## config.mk

```make
export PLATFORM = sky130hd
export DESIGN_NAME = gf_diff_pickup
export DESIGN_NICKNAME = d
export VERILOG_FILES = /design/src/gf_diff_pkg.sv /design/src/gf_delay_timer.sv /design/src/gf_diff_pickup.sv
export SDC_FILE = /design/constraint.sdc
export NUM_CORES = 1
export LEC_CHECK = 0
export ABC_AREA = 1
export BUFFER_PORTS_ARGS = -buffer_cell sky130_fd_sc_hd__buf_4
export CELL_PAD_IN_SITES_DETAIL_PLACEMENT = 1
export CELL_PAD_IN_SITES_GLOBAL_PLACEMENT = 1
export CORE_ASPECT_RATIO = 0.9
export CORE_MARGIN = 2
export CORE_UTILIZATION = 47
export CTS_BUF_LIST = sky130_fd_sc_hd__clkbuf_8 sky130_fd_sc_hd__clkbuf_16
export DETAILED_ROUTE_END_ITERATION = 10
export PLACE_DENSITY = 0.88
export SYNTH_ARGS = -nofsm -noshare
export SYNTH_HDL_FRONTEND = slang
export SYNTH_SLANG_ARGS = --single-unit
```

## constraint.sdc

```tcl
create_clock -name pclk -period 6.45 [get_ports pclk]
set_input_delay 0.9675 -clock pclk [delete_from_list [all_inputs] [get_ports pclk]]
set_output_delay 0.9675 -clock pclk [all_outputs]
set_load 0.02 [all_outputs]
```

## src/gf_diff_pkg.sv

```systemverilog
package gf_diff_pkg;
	// ****************************************
	// Register map
	// ****************************************
	localparam logic [7:0] ADDR_CTRL = 8'h00;
	localparam logic [7:0] ADDR_VTHR = 8'h04;
	localparam logic [7:0] ADDR_VLIM = 8'h08;
	localparam logic [7:0] ADDR_IMIN = 8'h0C;
	localparam logic [7:0] ADDR_TDET = 8'h10;
	localparam logic [7:0] ADDR_TTRIP = 8'h14;
	localparam logic [7:0] ADDR_STAT = 8'h18;
	localparam logic [7:0] ADDR_LREC = 8'h1C;
	localparam logic [7:0] ADDR_RREC = 8'h20;
	// ****************************************
	// Control fields
	// ****************************************
	localparam int CTRL_EN_BIT = 0;
	localparam int CTRL_MODE_LSB = 1;
	localparam int CTRL_NEUTRAL_BIT = 3;
	localparam int CTRL_V0ONLY_BIT = 4;
	localparam int CTRL_BYPASS_BIT = 5;
	localparam logic [1:0] MODE_OFF = 2'h0;
	localparam logic [1:0] MODE_ON = 2'h1;
	localparam logic [1:0] MODE_ALARM = 2'h2;
	localparam logic NEUTRAL_ISOLATED = 1'b0;
	localparam logic NEUTRAL_COIL = 1'b1;
	// ****************************************
	// Reset values
	// ****************************************
	localparam logic [31:0] CTRL_RESET = 32'h0000_0000;
	localparam logic [15:0] VTHR_RESET = 16'h0032;
	localparam logic [15:0] VLOW_RESET = 16'h0028;
	localparam logic [15:0] VHIGH_RESET = 16'h004B;
	localparam logic [15:0] IMIN_RESET = 16'h0032;
	localparam logic [15:0] TDET_RESET = 16'h0064;
	localparam logic [15:0] TTRIP_RESET = 16'h0000;
	// ****************************************
	// Timing
	// ****************************************
	localparam int CLK_HZ = 40_000_000;
	localparam int TICK_MS = 10;
	localparam int TICK_CYCLES = CLK_HZ / 1000 * TICK_MS;
endpackage

```

## src/gf_delay_timer.sv

```systemverilog
`timescale 1ns/1ps
`default_nettype none
module gf_delay_timer #(
	parameter int W = 16
) (
	input wire logic pclk,
	input wire logic presetn,
	input wire logic tick,
	input wire logic start,
	input wire logic [W-1:0] limit,
	output logic done
);
	logic [W-1:0] count;
	always_ff @(posedge pclk or negedge presetn) begin
		if (!presetn) begin
			count <= '0;
		end else if (!start) begin
			count <= '0;
		end else if (tick && count != limit) begin
			count <= count + 1'b1;
		end
	end
	assign done = start && (count == limit);
endmodule
`default_nettype wire

```

## src/gf_diff_pickup.sv

```systemverilog
// Design decisions made here: the APB interface to the registers and the placing of the registers.
`timescale 1ns/1ps
`default_nettype none
// Operation
// - Pickup starts when displacement voltage exceeds its threshold.
// - Fault reported only after voltage persists for stabilising time.
// - Any change of fault conditions restarts the stabilising time.
// - Phase faulted if below low limit while other two exceed high.
// - Alarm needs unambiguous faulted phase unless phase check bypassed.
// - Zero-sequence-only wiring uses threshold only, skips phase checks.
// - Isolated neutral: direction from capacitive reactive component.
// - Coil grounded: direction from active component only.
// - Differential pickup needs forward fault at both ends.
// - Weak-current end: compare active amplitudes of both ends.
// - Direction found only above minimum direction current.
// - Record local and partner current amplitudes separately.
// - Alarm-only mode indicates detection and never trips.
// - Function inert unless global differential enable set.
// - Partner or link lost: local indications only, no pickup/trip.
// - Trip delayed by trip delay time after trip condition.
module gf_diff_pickup
	import gf_diff_pkg::*;
#(
	parameter int TICK_DIV = TICK_CYCLES
) (
	input wire logic pclk,
	input wire logic presetn,
	input wire logic psel,
	input wire logic penable,
	input wire logic pwrite,
	input wire logic [7:0] paddr,
	input wire logic [31:0] pwdata,
	output logic [31:0] prdata,
	output logic pready,
	output logic pslverr,
	input wire logic [15:0] displacement_voltage,
	input wire logic [15:0] phase_voltage_a,
	input wire logic [15:0] phase_voltage_b,
	input wire logic [15:0] phase_voltage_c,
	input wire logic [15:0] active_current,
	input wire logic active_sign,
	input wire logic [15:0] reactive_current,
	input wire logic reactive_capacitive,
	input wire logic [15:0] partner_active_current,
	input wire logic partner_forward,
	input wire logic partner_dir_valid,
	input wire logic partner_ok,
	output logic pickup,
	output logic fault_detected,
	output logic [2:0] faulted_phase,
	output logic direction_forward,
	output logic direction_valid,
	output logic diff_pickup,
	output logic alarm,
	output logic trip
);
	// ****************************************
	// Configuration registers
	// ****************************************
	logic [31:0] ctrl;
	logic [15:0] displacement_voltage_threshold;
	logic [15:0] faulted_phase_low_limit;
	logic [15:0] healthy_phase_high_limit;
	logic [15:0] direction_min_current;
	logic [15:0] detection_stabilize_time;
	logic [15:0] trip_delay_time;
	logic [15:0] local_active_current_record;
	logic [15:0] remote_active_current_record;

	wire differential_global_enable = ctrl[CTRL_EN_BIT];
	wire [1:0] function_mode_select = ctrl[CTRL_MODE_LSB+:2];
	wire neutral_treatment_select = ctrl[CTRL_NEUTRAL_BIT];
	wire v0_only = ctrl[CTRL_V0ONLY_BIT];
	wire phase_bypass = ctrl[CTRL_BYPASS_BIT];

	// ****************************************
	// APB slave, zero wait states
	// ****************************************
	wire apb_access = psel && penable;
	wire apb_wr = apb_access && pwrite;
	wire addr_ok = (paddr <= ADDR_RREC) && (paddr[1:0] == 2'h0);
	wire wr_ro = (paddr == ADDR_STAT) || (paddr == ADDR_LREC) ||
		(paddr == ADDR_RREC);
	// One strobe per register keeps each write block small
	wire wr_ctrl = apb_wr && (paddr == ADDR_CTRL);
	wire wr_vthr = apb_wr && (paddr == ADDR_VTHR);
	wire wr_vlim = apb_wr && (paddr == ADDR_VLIM);
	wire wr_imin = apb_wr && (paddr == ADDR_IMIN);
	wire wr_tdet = apb_wr && (paddr == ADDR_TDET);
	wire wr_ttrip = apb_wr && (paddr == ADDR_TTRIP);

	// Unused control bits read back as zero
	always_ff @(posedge pclk or negedge presetn) begin
		if (!presetn) begin
			ctrl <= CTRL_RESET;
		end else if (wr_ctrl) begin
			ctrl <= {26'h0, pwdata[5:0]};
		end
	end

	always_ff @(posedge pclk or negedge presetn) begin
		if (!presetn) begin
			displacement_voltage_threshold <= VTHR_RESET;
		end else if (wr_vthr) begin
			displacement_voltage_threshold <= pwdata[15:0];
		end
	end

	// Both limits share one word so software updates them together
	always_ff @(posedge pclk or negedge presetn) begin
		if (!presetn) begin
			faulted_phase_low_limit <= VLOW_RESET;
			healthy_phase_high_limit <= VHIGH_RESET;
		end else if (wr_vlim) begin
			faulted_phase_low_limit <= pwdata[15:0];
			healthy_phase_high_limit <= pwdata[31:16];
		end
	end

	always_ff @(posedge pclk or negedge presetn) begin
		if (!presetn) begin
			direction_min_current <= IMIN_RESET;
		end else if (wr_imin) begin
			direction_min_current <= pwdata[15:0];
		end
	end

	always_ff @(posedge pclk or negedge presetn) begin
		if (!presetn) begin
			detection_stabilize_time <= TDET_RESET;
		end else if (wr_tdet) begin
			detection_stabilize_time <= pwdata[15:0];
		end
	end

	always_ff @(posedge pclk or negedge presetn) begin
		if (!presetn) begin
			trip_delay_time <= TTRIP_RESET;
		end else if (wr_ttrip) begin
			trip_delay_time <= pwdata[15:0];
		end
	end

	// ****************************************
	// Tick prescaler for the delay timers
	// ****************************************
	logic [31:0] tick_count;
	wire tick = (tick_count == 32'(TICK_DIV - 1));
	always_ff @(posedge pclk or negedge presetn) begin
		if (!presetn) begin
			tick_count <= 32'h0000_0000;
		end else begin
			tick_count <= tick ? 32'h0000_0000 : tick_count + 32'h0000_0001;
		end
	end

	// ****************************************
	// Pickup and phase selection
	// ****************************************
	function automatic logic phase_sel(input logic [15:0] v,
		input logic [15:0] o1, input logic [15:0] o2,
		input logic [15:0] lo, input logic [15:0] hi);
		phase_sel = (v < lo) && (o1 > hi) && (o2 > hi);
	endfunction

	wire active = differential_global_enable &&
		(function_mode_select != MODE_OFF);
	wire next_pickup = active &&
		(displacement_voltage > displacement_voltage_threshold);
	wire [2:0] phase_hit = {
		phase_sel(phase_voltage_c, phase_voltage_a, phase_voltage_b,
			faulted_phase_low_limit, healthy_phase_high_limit),
		phase_sel(phase_voltage_b, phase_voltage_a, phase_voltage_c,
			faulted_phase_low_limit, healthy_phase_high_limit),
		phase_sel(phase_voltage_a, phase_voltage_b, phase_voltage_c,
			faulted_phase_low_limit, healthy_phase_high_limit)};
	wire phase_unique = (phase_hit == 3'h1) || (phase_hit == 3'h2) ||
		(phase_hit == 3'h4);
	// Zero-sequence-only wiring has no phase voltages to check
	wire phase_ok = v0_only || phase_bypass || phase_unique;
	wire [2:0] next_phase = v0_only ? 3'h0 : phase_hit;

	// ****************************************
	// Direction
	// ****************************************
	wire [15:0] dir_current = (neutral_treatment_select == NEUTRAL_COIL) ?
		active_current : reactive_current;
	wire dir_sign = (neutral_treatment_select == NEUTRAL_COIL) ?
		active_sign : reactive_capacitive;
	wire next_dir_valid = next_pickup &&
		(dir_current > direction_min_current);
	wire next_dir_fwd = next_dir_valid && dir_sign;

	// ****************************************
	// Stabilising timer, restarted on any change
	// ****************************************
	logic [4:0] cond_q;
	wire [4:0] cond_now = {next_dir_valid, next_dir_fwd, next_phase};
	wire cond_change = cond_now != cond_q;
	wire det_start = next_pickup && !cond_change;
	wire det_done;
	gf_delay_timer #(.W(16)) u_det (
		.pclk(pclk),
		.presetn(presetn),
		.tick(tick),
		.start(det_start),
		.limit(detection_stabilize_time),
		.done(det_done)
	);

	// ****************************************
	// Differential decision
	// ****************************************
	// A weak local end still picks up if its active current is larger
	wire amp_win = active_current > partner_active_current;
	wire both_fwd = (next_dir_fwd && partner_dir_valid && partner_forward) ||
		(!next_dir_valid && partner_dir_valid && partner_forward &&
		amp_win) ||
		(next_dir_fwd && !partner_dir_valid && amp_win);
	wire next_detected = det_done && phase_ok;
	wire next_diff = next_detected && partner_ok && both_fwd;
	wire trip_start = next_diff && (function_mode_select == MODE_ON);
	wire trip_done;
	gf_delay_timer #(.W(16)) u_trip (
		.pclk(pclk),
		.presetn(presetn),
		.tick(tick),
		.start(trip_start),
		.limit(trip_delay_time),
		.done(trip_done)
	);

	// ****************************************
	// Outputs and fault record
	// ****************************************
	// Snapshot of the conditions; any difference restarts the timer
	always_ff @(posedge pclk or negedge presetn) begin
		if (!presetn) begin
			cond_q <= 5'h00;
		end else begin
			cond_q <= cond_now;
		end
	end

	always_ff @(posedge pclk or negedge presetn) begin
		if (!presetn) begin
			pickup <= 1'b0;
			fault_detected <= 1'b0;
			faulted_phase <= 3'h0;
		end else begin
			pickup <= next_pickup;
			fault_detected <= next_detected;
			faulted_phase <= next_detected ? next_phase : 3'h0;
		end
	end

	// Direction is only shown once the fault itself is confirmed
	always_ff @(posedge pclk or negedge presetn) begin
		if (!presetn) begin
			direction_forward <= 1'b0;
			direction_valid <= 1'b0;
		end else begin
			direction_forward <= next_detected && next_dir_fwd;
			direction_valid <= next_detected && next_dir_valid;
		end
	end

	always_ff @(posedge pclk or negedge presetn) begin
		if (!presetn) begin
			diff_pickup <= 1'b0;
			alarm <= 1'b0;
			trip <= 1'b0;
		end else begin
			diff_pickup <= next_diff;
			alarm <= next_detected;
			trip <= trip_done && trip_start;
		end
	end

	always_ff @(posedge pclk or negedge presetn) begin
		if (!presetn) begin
			local_active_current_record <= 16'h0000;
			remote_active_current_record <= 16'h0000;
		end else if (next_detected && !fault_detected) begin
			local_active_current_record <= dir_current;
			remote_active_current_record <= partner_active_current;
		end
	end

	// ****************************************
	// Read path
	// ****************************************
	logic [31:0] rd_mux;
	always_comb begin
		rd_mux = 32'h0000_0000;
		unique case (paddr)
		ADDR_CTRL: rd_mux = ctrl;
		ADDR_VTHR: rd_mux = {16'h0, displacement_voltage_threshold};
		ADDR_VLIM: rd_mux = {healthy_phase_high_limit,
			faulted_phase_low_limit};
		ADDR_IMIN: rd_mux = {16'h0, direction_min_current};
		ADDR_TDET: rd_mux = {16'h0, detection_stabilize_time};
		ADDR_TTRIP: rd_mux = {16'h0, trip_delay_time};
		ADDR_STAT: rd_mux = {22'h0, trip, alarm, diff_pickup,
			direction_valid, direction_forward, faulted_phase,
			fault_detected, pickup};
		ADDR_LREC: rd_mux = {16'h0, local_active_current_record};
		ADDR_RREC: rd_mux = {16'h0, remote_active_current_record};
		default: rd_mux = 32'h0000_0000;
		endcase
	end

	// Answer is prepared in setup so the access needs no wait state
	wire apb_setup = psel && !penable;

	always_ff @(posedge pclk or negedge presetn) begin
		if (!presetn) begin
			prdata <= 32'h0000_0000;
		end else begin
			prdata <= (apb_setup && !pwrite) ? rd_mux : prdata;
		end
	end

	always_ff @(posedge pclk or negedge presetn) begin
		if (!presetn) begin
			pready <= 1'b0;
		end else begin
			pready <= apb_setup;
		end
	end

	always_ff @(posedge pclk or negedge presetn) begin
		if (!presetn) begin
			pslverr <= 1'b0;
		end else begin
			pslverr <= apb_setup && (!addr_ok || (pwrite && wr_ro));
		end
	end
endmodule
`default_nettype wire

```

==> metrics.yaml, run 1 <==
outcome: "completed"
worst-setup-path-type: "flop to flop"
worst_ep_required_time_ps: 6890
setup_tns_ps: 0
grt_pass1_vias: 16373
fmax_ghz: 0.215
synth-edff-count: 0
dieArea_um2: 34900
coreArea_um2: 32900
numCtsBuffers: 28
place.gp.congestion: 0.979
grt_pass1_wl_mm: 91.9
cts.repair.resized: 0
utilization_pct: 56.5
yosysSeqAreaShare_pct: 39.4
rsz0062_at_grt: "no"
track_usage_pct: 34.1
tightest_slew_ps: 1040
syn_area_per_cell_um2: 7.79
drt_pre_antenna_iters: 7
start_util_pct: 47.7
ys_warn_count: 0
finalNonFillerCells: 2649
fin_crit_sh_pct: 72.2
drt-total-wl_mm: 59.1
std_cell_rows: 63
crit_arrival_ps: 5100
crit_family: "simple AND/OR/NAND/NOR gates"
worstSetupStartpointType: "flop"
max_stage_delay_ps: 700
cts.sinks: 246
drc_errors: 0
grt_remaining_overflow: 0
cts_tree: "yes"
dp_hpwl_mm: 44.5
hold_path.class: "input pin to asynchronous set/reset pin"
synth-async-reset-ratio_pct: 100
drv_slew: 0
yosysUniqueCellTypes: 57
grt_max_degree: 125
ys_seq_elements: 246
portBuffers: 205
crit_fanout: 21
drt_iter0_drc: 1117
synthFlopType: "dfrtp_1"
path_cells: "clkinv_1 -> nand2_1 -> nand2_1 -> ha_1 -> nand4_1 -> nor3_2 -> nand2_1 -> nand2_1 -> nand2_1 -> nor2_4 -> a21oi_1 -> nor2_1 -> nand2_1 -> nor2_2 -> inv_1 -> nor2_2 -> nand2_1 -> o31ai_1"
synth_cells: 2013
slowest_stage: "dfrtp_1"
clock_path_buffers: 3
chipWidth_um: 197
hold_buffers: 0
fin_crit_ps: 4660
maxCapViolations: 0
clock_latency_ps: 560
postCtsSetupRepairBufs: 0
crit_path_end_kind: "flop"
dieHeight_um: 177
cpMostUsedCell: "nand2_1"
setup_viol: 0
clk_pin_slew_ps: 60
slew_headroom_pct: 30.7
cts_root_buffer: "clkbuf_16"
ant_nets: 0
io_pins: 206
synth.largest_area_cell: "dfrtp_1"
synthTopCellsByArea: "dfrtp_1 37%, nand2_1 13%, ha_1 11%"
antenna_found_initial: 7
wl_per_cell_um: 22.3
htree_levels: 1
clock_skew_ps: 16.8
crit_buf_inv: 2
vias: 15355
syn-num-nets: 2319
p_leak_nw: 9.42
yosysTopAreaCellShare_pct: 36.9
mostFrequentLayoutCell: "nand2_1"
fin_nets: 2508
netlist_area_um2: 15700
hold_viol_final: 0
drive_above_1_share_pct: 16.3
dp_cells: 2594
area_delta_synth_final_pct: 18.3
final_cell_mix: "528 x nand2_1, 276 x inv_1, 231 x dfrtp_1"
ir_worst_vdd_mv: 0.176
viasPerCell: 5.80
p_per_area_nw_per_um2: 199
## registers in the layout (all words and copies together), names as in the netlist, 3 cells and up
name,count
remote_active_current_record,16
trip_delay_time,16
healthy_phase_high_limit,16
local_active_current_record,16
direction_min_current,16
u_det.count,16
faulted_phase_low_limit,16
ctrl,6
displacement_voltage_threshold,16
faulted_phase,3
tick_count,32
detection_stabilize_time,16
cond_q,5
u_trip.count,16
prdata,32
## layout make-up
type	instances	area, µm²
Timing Repair Buffer	209	1590
Antenna cell	3	7.51
Inverter	287	1080
Multi-Input combinational cell	1430	8170
Sequential cell	246	6170
Clock buffer	35	808
Tap cell	422	528
Clock inverter	17	211
Fill cell	4054	14300
## path summary, 6_finish.rpt
| kind | from | end | slack (ps) | cells past startpoint |
|---|---|---|---|---|
| min in group pclk | tick_count[0] | tick_count[0] | 470 | 1 |
| max reg2reg | ctrl[3] | u_det.count[12] | 1790 | 18 |
| min reg2reg | tick_count[0] | tick_count[0] | 470 | 1 |
| min | presetn | tick_count[23] | 450 | 1 |
| max | ctrl[3] | u_det.count[12] | 1790 | 18 |
| max in group asynchronous | presetn | prdata[31] | 4760 | 2 |
## cell usage after synthesis, types with 3 or more instances
cell type	number
nand3_2	5
o31ai_1	12
o21ai_0	141
o2111ai_1	5
a21boi_0	3
nor2_2	12
o21bai_1	3
a21oi_1	100
a221oi_1	21
nor2_1	143
xor2_1	43
o22ai_1	15
buf_12	3
dfstp_2	15
nand3_1	69
clkbuf_1	38
buf_4	4
inv_2	6
nor2_4	8
a21o_1	8
or2_2	3
a211oi_1	5
inv_1	273
ha_1	144
dfrtp_1	231
buf_2	3
xnor2_1	7
nor4_1	21
nand4_1	30
clkinv_1	8
nor3_1	29
nand2_1	529
nand2_2	40
o21a_1	3
## per-layer routing
| metal | up-vias | track usage, % | wire (µm) |
|---|---|---|---|
| met5 | - | 0 | 20 |
| met4 | 4 | 14.5 | 2740 |
| met3 | 170 | 6.67 | 4490 |
| met2 | 623 | 57.3 | 27700 |
| met1 | 7607 | 43.2 | 24100 |
| li1 | 6951 | - | - |
## cells by family after synthesis
| family | after synthesis | synth area share (%) |
|---|---|---|
| xor+xnor | 50 | 2.79 |
| mux | 1 | 0.0638 |
| compound gates | 327 | 12.0 |
| fa+ha+maj | 144 | 11.5 |
| flops | 246 | 39.4 |
| buf+inv | 337 | 8.59 |
| simple gates | 908 | 25.7 |
## report_power, final
part	internal, mW	total (mW)	leakage [nW]	switching (mW)
Sequential	1.55	1.56	3.30	0.00927
Combinational	0.138	0.348	5.60	0.210
Clock	1.08	1.78	0.515	0.698
## per-stage QoR
stage               power (mW)  cell area, µm²  setup slack, ps  hold WS [ps]
detailed placement        1.93           17500             2170           450
finish                    3.69           18600             1790           448
global placement          1.91           17500             2480           440
floorplan                 1.73           15700             3430           425
CTS                       3.69           18600             2000           459
global route              3.80           18600             1490           493
(Power assumes the default switching activity.)
==> run 2: changes to the inputs <==
Settings changed: ABC_AREA 1 to 0, CORE_UTILIZATION 47 to 41, PLACE_DENSITY 0.88 to 0.77.
Clock period 6.45 ns to 3.95 ns, I/O delays scaled along.
==> metrics.yaml, run 2 <==
cts.sinks: 246
power_frac_clock_pct: 46.1
hold_buffers: 0
layout_setup_ws_ps: -27.3
netlist_area_um2: 14500
crit_fanout: 8
fmax_ghz: 0.251
yosysMostFrequentCell: "dfrtp_1"
fin_crit_sh_pct: 101
final_cell_mix: "239 x buf_4, 230 x dfrtp_1, 131 x ha_1"
numCtsBuffers: 28
track_usage_pct: 25.7
violations: "negative setup slack"
synth_cells: 1360
worst_ep_required_time_ps: 4370
synth-edff-count: 0
dp_hpwl_mm: 36.4
synth-async-reset-ratio_pct: 100
grt_remaining_overflow: 0
power_switching_mw: 1.51
start_util_pct: 41.5
grt_pass1_wl_mm: 74.4
crit_path_end_kind: "flop"
outcome: "finished with violations"
grt_max_degree: 136
antenna_found_initial: 0
design_power_total_mw: 6.11
maxCapViolations: 0
drt_pre_antenna_iters: 6
worst-setup-path-type: "flop to flop"
synth.largest_area_cell: "dfrtp_1"
top_regs: "prdata (32), tick_count (32)"
syn_area_per_cell_um2: 10.7
drv_slew: 0
yosysTopAreaCellShare_pct: 39.8
wl_per_cell_um: 23.9
p_per_area_nw_per_um2: 331
viasPerCell: 5.82
ir_worst_vdd_mv: 0.335
vias: 12148
clk_pin_slew_ps: 70
crit_arrival_ps: 4400
fin_crit_ps: 3980
htree_levels: 1
swShare_pct: 24.8
cts_tree: "yes"
fin_nets: 1903
synthFlopType: "dfrtp_1"
clock_latency_ps: 550
clock_skew_ps: 15.5
dieArea_um2: 36900
clock_path_buffers: 3
hold_viol_final: 0
design_area_um2: 18400
ant_nets: 0
rsz0062_at_grt: "yes"
coreArea_um2: 35000
internal-power_mw: 4.59
chipWidth_um: 202
hold_path.class: "input pin to asynchronous set/reset pin"
area_delta_synth_final_pct: 26.9
ys_warn_count: 0
yosys-top-cells-count: "231 x dfrtp_1, 147 x mux2_2, 144 x ha_1, 98 x inv_1, 98 x nand2_1"
drive_above_1_share_pct: 31.6
dpl-instance-area_um2: 16700
synthTopCellsByArea: "dfrtp_1 40%, ha_1 12%, mux2_2 11%"
place.gp.congestion: 0.869
p_leak_nw: 8.87
yosysSeqAreaShare_pct: 42.5
drt_iter0_drc: 789
yosysUniqueCellTypes: 60
dieHeight_um: 183
worstSetupStartpointType: "flop"
path_cells: "buf_12 -> buf_4 -> mux2_2 -> ha_4 -> nand4_1 -> or4_1 -> and2_4 -> or3_4 -> a311oi_2 -> or4b_4 -> clkbuf_16 -> nor4_2"
setup_viol: 21
syn-num-nets: 1666
tightest_slew_ps: 1460
slew_headroom_pct: 2.24
drc_errors: 0
drt-total-wl_mm: 50.0
portBuffers: 205
cts_root_buffer: "clkbuf_16"
grt_pass1_vias: 13080
antenna_cells: 0
mostFrequentLayoutCell: "buf_4"
max_stage_delay_ps: 590
io_pins: 206
ys_seq_elements: 246
comb_power_share_pct: 11.4
p_seq_share_pct: 42.5
slowest_stage: "or4b_4"
std_cell_rows: 65
[run 2: changes by cell type in the layout (fill, tap and decap cells not counted), moves of 18 or more]
cell,delta
nand2_1,-430
inv_1,-174
o21ai_0,-121
mux2_2,+112
nor2_1,-66
a21oi_1,-54
nand2_2,-41
mux2_4,+38
buf_4,+32
xnor2_1,+29
nand3_1,-23
nor3_1,-20
nand4_1,+18
[run 2: worst max-delay path, delay by kind of cell (launching register included)]
| kind | cells | cell delay, ps |
|---|---|---|
| AOI/OAI and AO/OA | 1 | 250 |
| adders and majority gates | 1 | 290 |
| buffers and inverters | 3 | 510 |
| DFF | 1 | 420 |
| muxes | 1 | 380 |
| and+or+nand+nor | 6 | 2010 |
[run 2: cell type report]
cell class / count / area [µm²]
Multi-Input combinational cell: 970 / 8210
Fill cell: 3770 / 16500
Tap cell: 469 / 587
Clock buffer: 32 / 767
Inverter: 98 / 368
Sequential cell: 246 / 6180
Timing Repair Buffer: 253 / 2070
Clock inverter: 20 / 241
[run 2: power groups by stage]
stage / Clock, mW / Sequential (mW) / Combinational [mW]
2_1_floorplan: 0 / 2.64 / 0.264
6_report: 2.81 / 2.60 / 0.694
3_5_place_dp: 0 / 2.64 / 0.645
4_1_cts: 2.84 / 2.60 / 0.660
5_1_grt: 2.96 / 2.60 / 0.761
3_3_place_gp: 0 / 2.64 / 0.612
[run 2: logic make-up (layout without fill, tap and decap cells)]
family	after synthesis	in the layout	synth area share (%)
flops	246	246	42.5
buf+inv	144	403	3.98
mux	155	155	12.0
xor+xnor	94	94	5.67
simple gates	383	383	13.9
fa+ha+maj	144	144	12.4
compound gates	194	194	9.58
[run 2: stage by stage]
step	hold WS, ps	instances	worst slack, ps	TNS [ps]	utilization [%]
after floorplan	297	1360	23.5	0	-
after global placement	453	2018	-154	-6330	47.9
after detailed placement	461	2018	-415	-18800	47.9
final	159	2088	-27.3	-271	52.7
after CTS	249	2078	2.07	0	51.3
after global routing	264	2088	-109	-3310	52.7
[run 2: worst paths after layout]
check / startpoint / endpoint / slack (ps) / cells past startpoint
worst max-delay path: ctrl[3] / u_trip.count[12] / -30 / 12
worst min-delay path: presetn / direction_min_current[2] / 160 / 1
worst max register to register: ctrl[3] / u_trip.count[12] / -30 / 12
worst min register to register: prdata[27] / prdata[27] / 470 / 2
max in group asynchronous: presetn / remote_active_current_record[14] / 2740 / 2
min in group pclk: pwdata[26] / healthy_phase_high_limit[10] / 290 / 2
[run 2: routing by layer]
layer / share of wire (%) / global-route usage (%) / up-vias / routed length (µm)
met5: 0 / 0 / - / 0
met4: 3.3 / 8.64 / 0 / 1650
met3: 5.5 / 4.14 / 99 / 2740
met2: 49 / 43.9 / 409 / 24500
met1: 42 / 33.2 / 6207 / 21100
li1: - / - / 5433 / -
[run 2: timing repair]
action	in CTS	in global routing
setup endpoints to repair	56	48
resized for setup	16	62
setup buffers	6	6
cloned	2	4
pin swaps	3	17
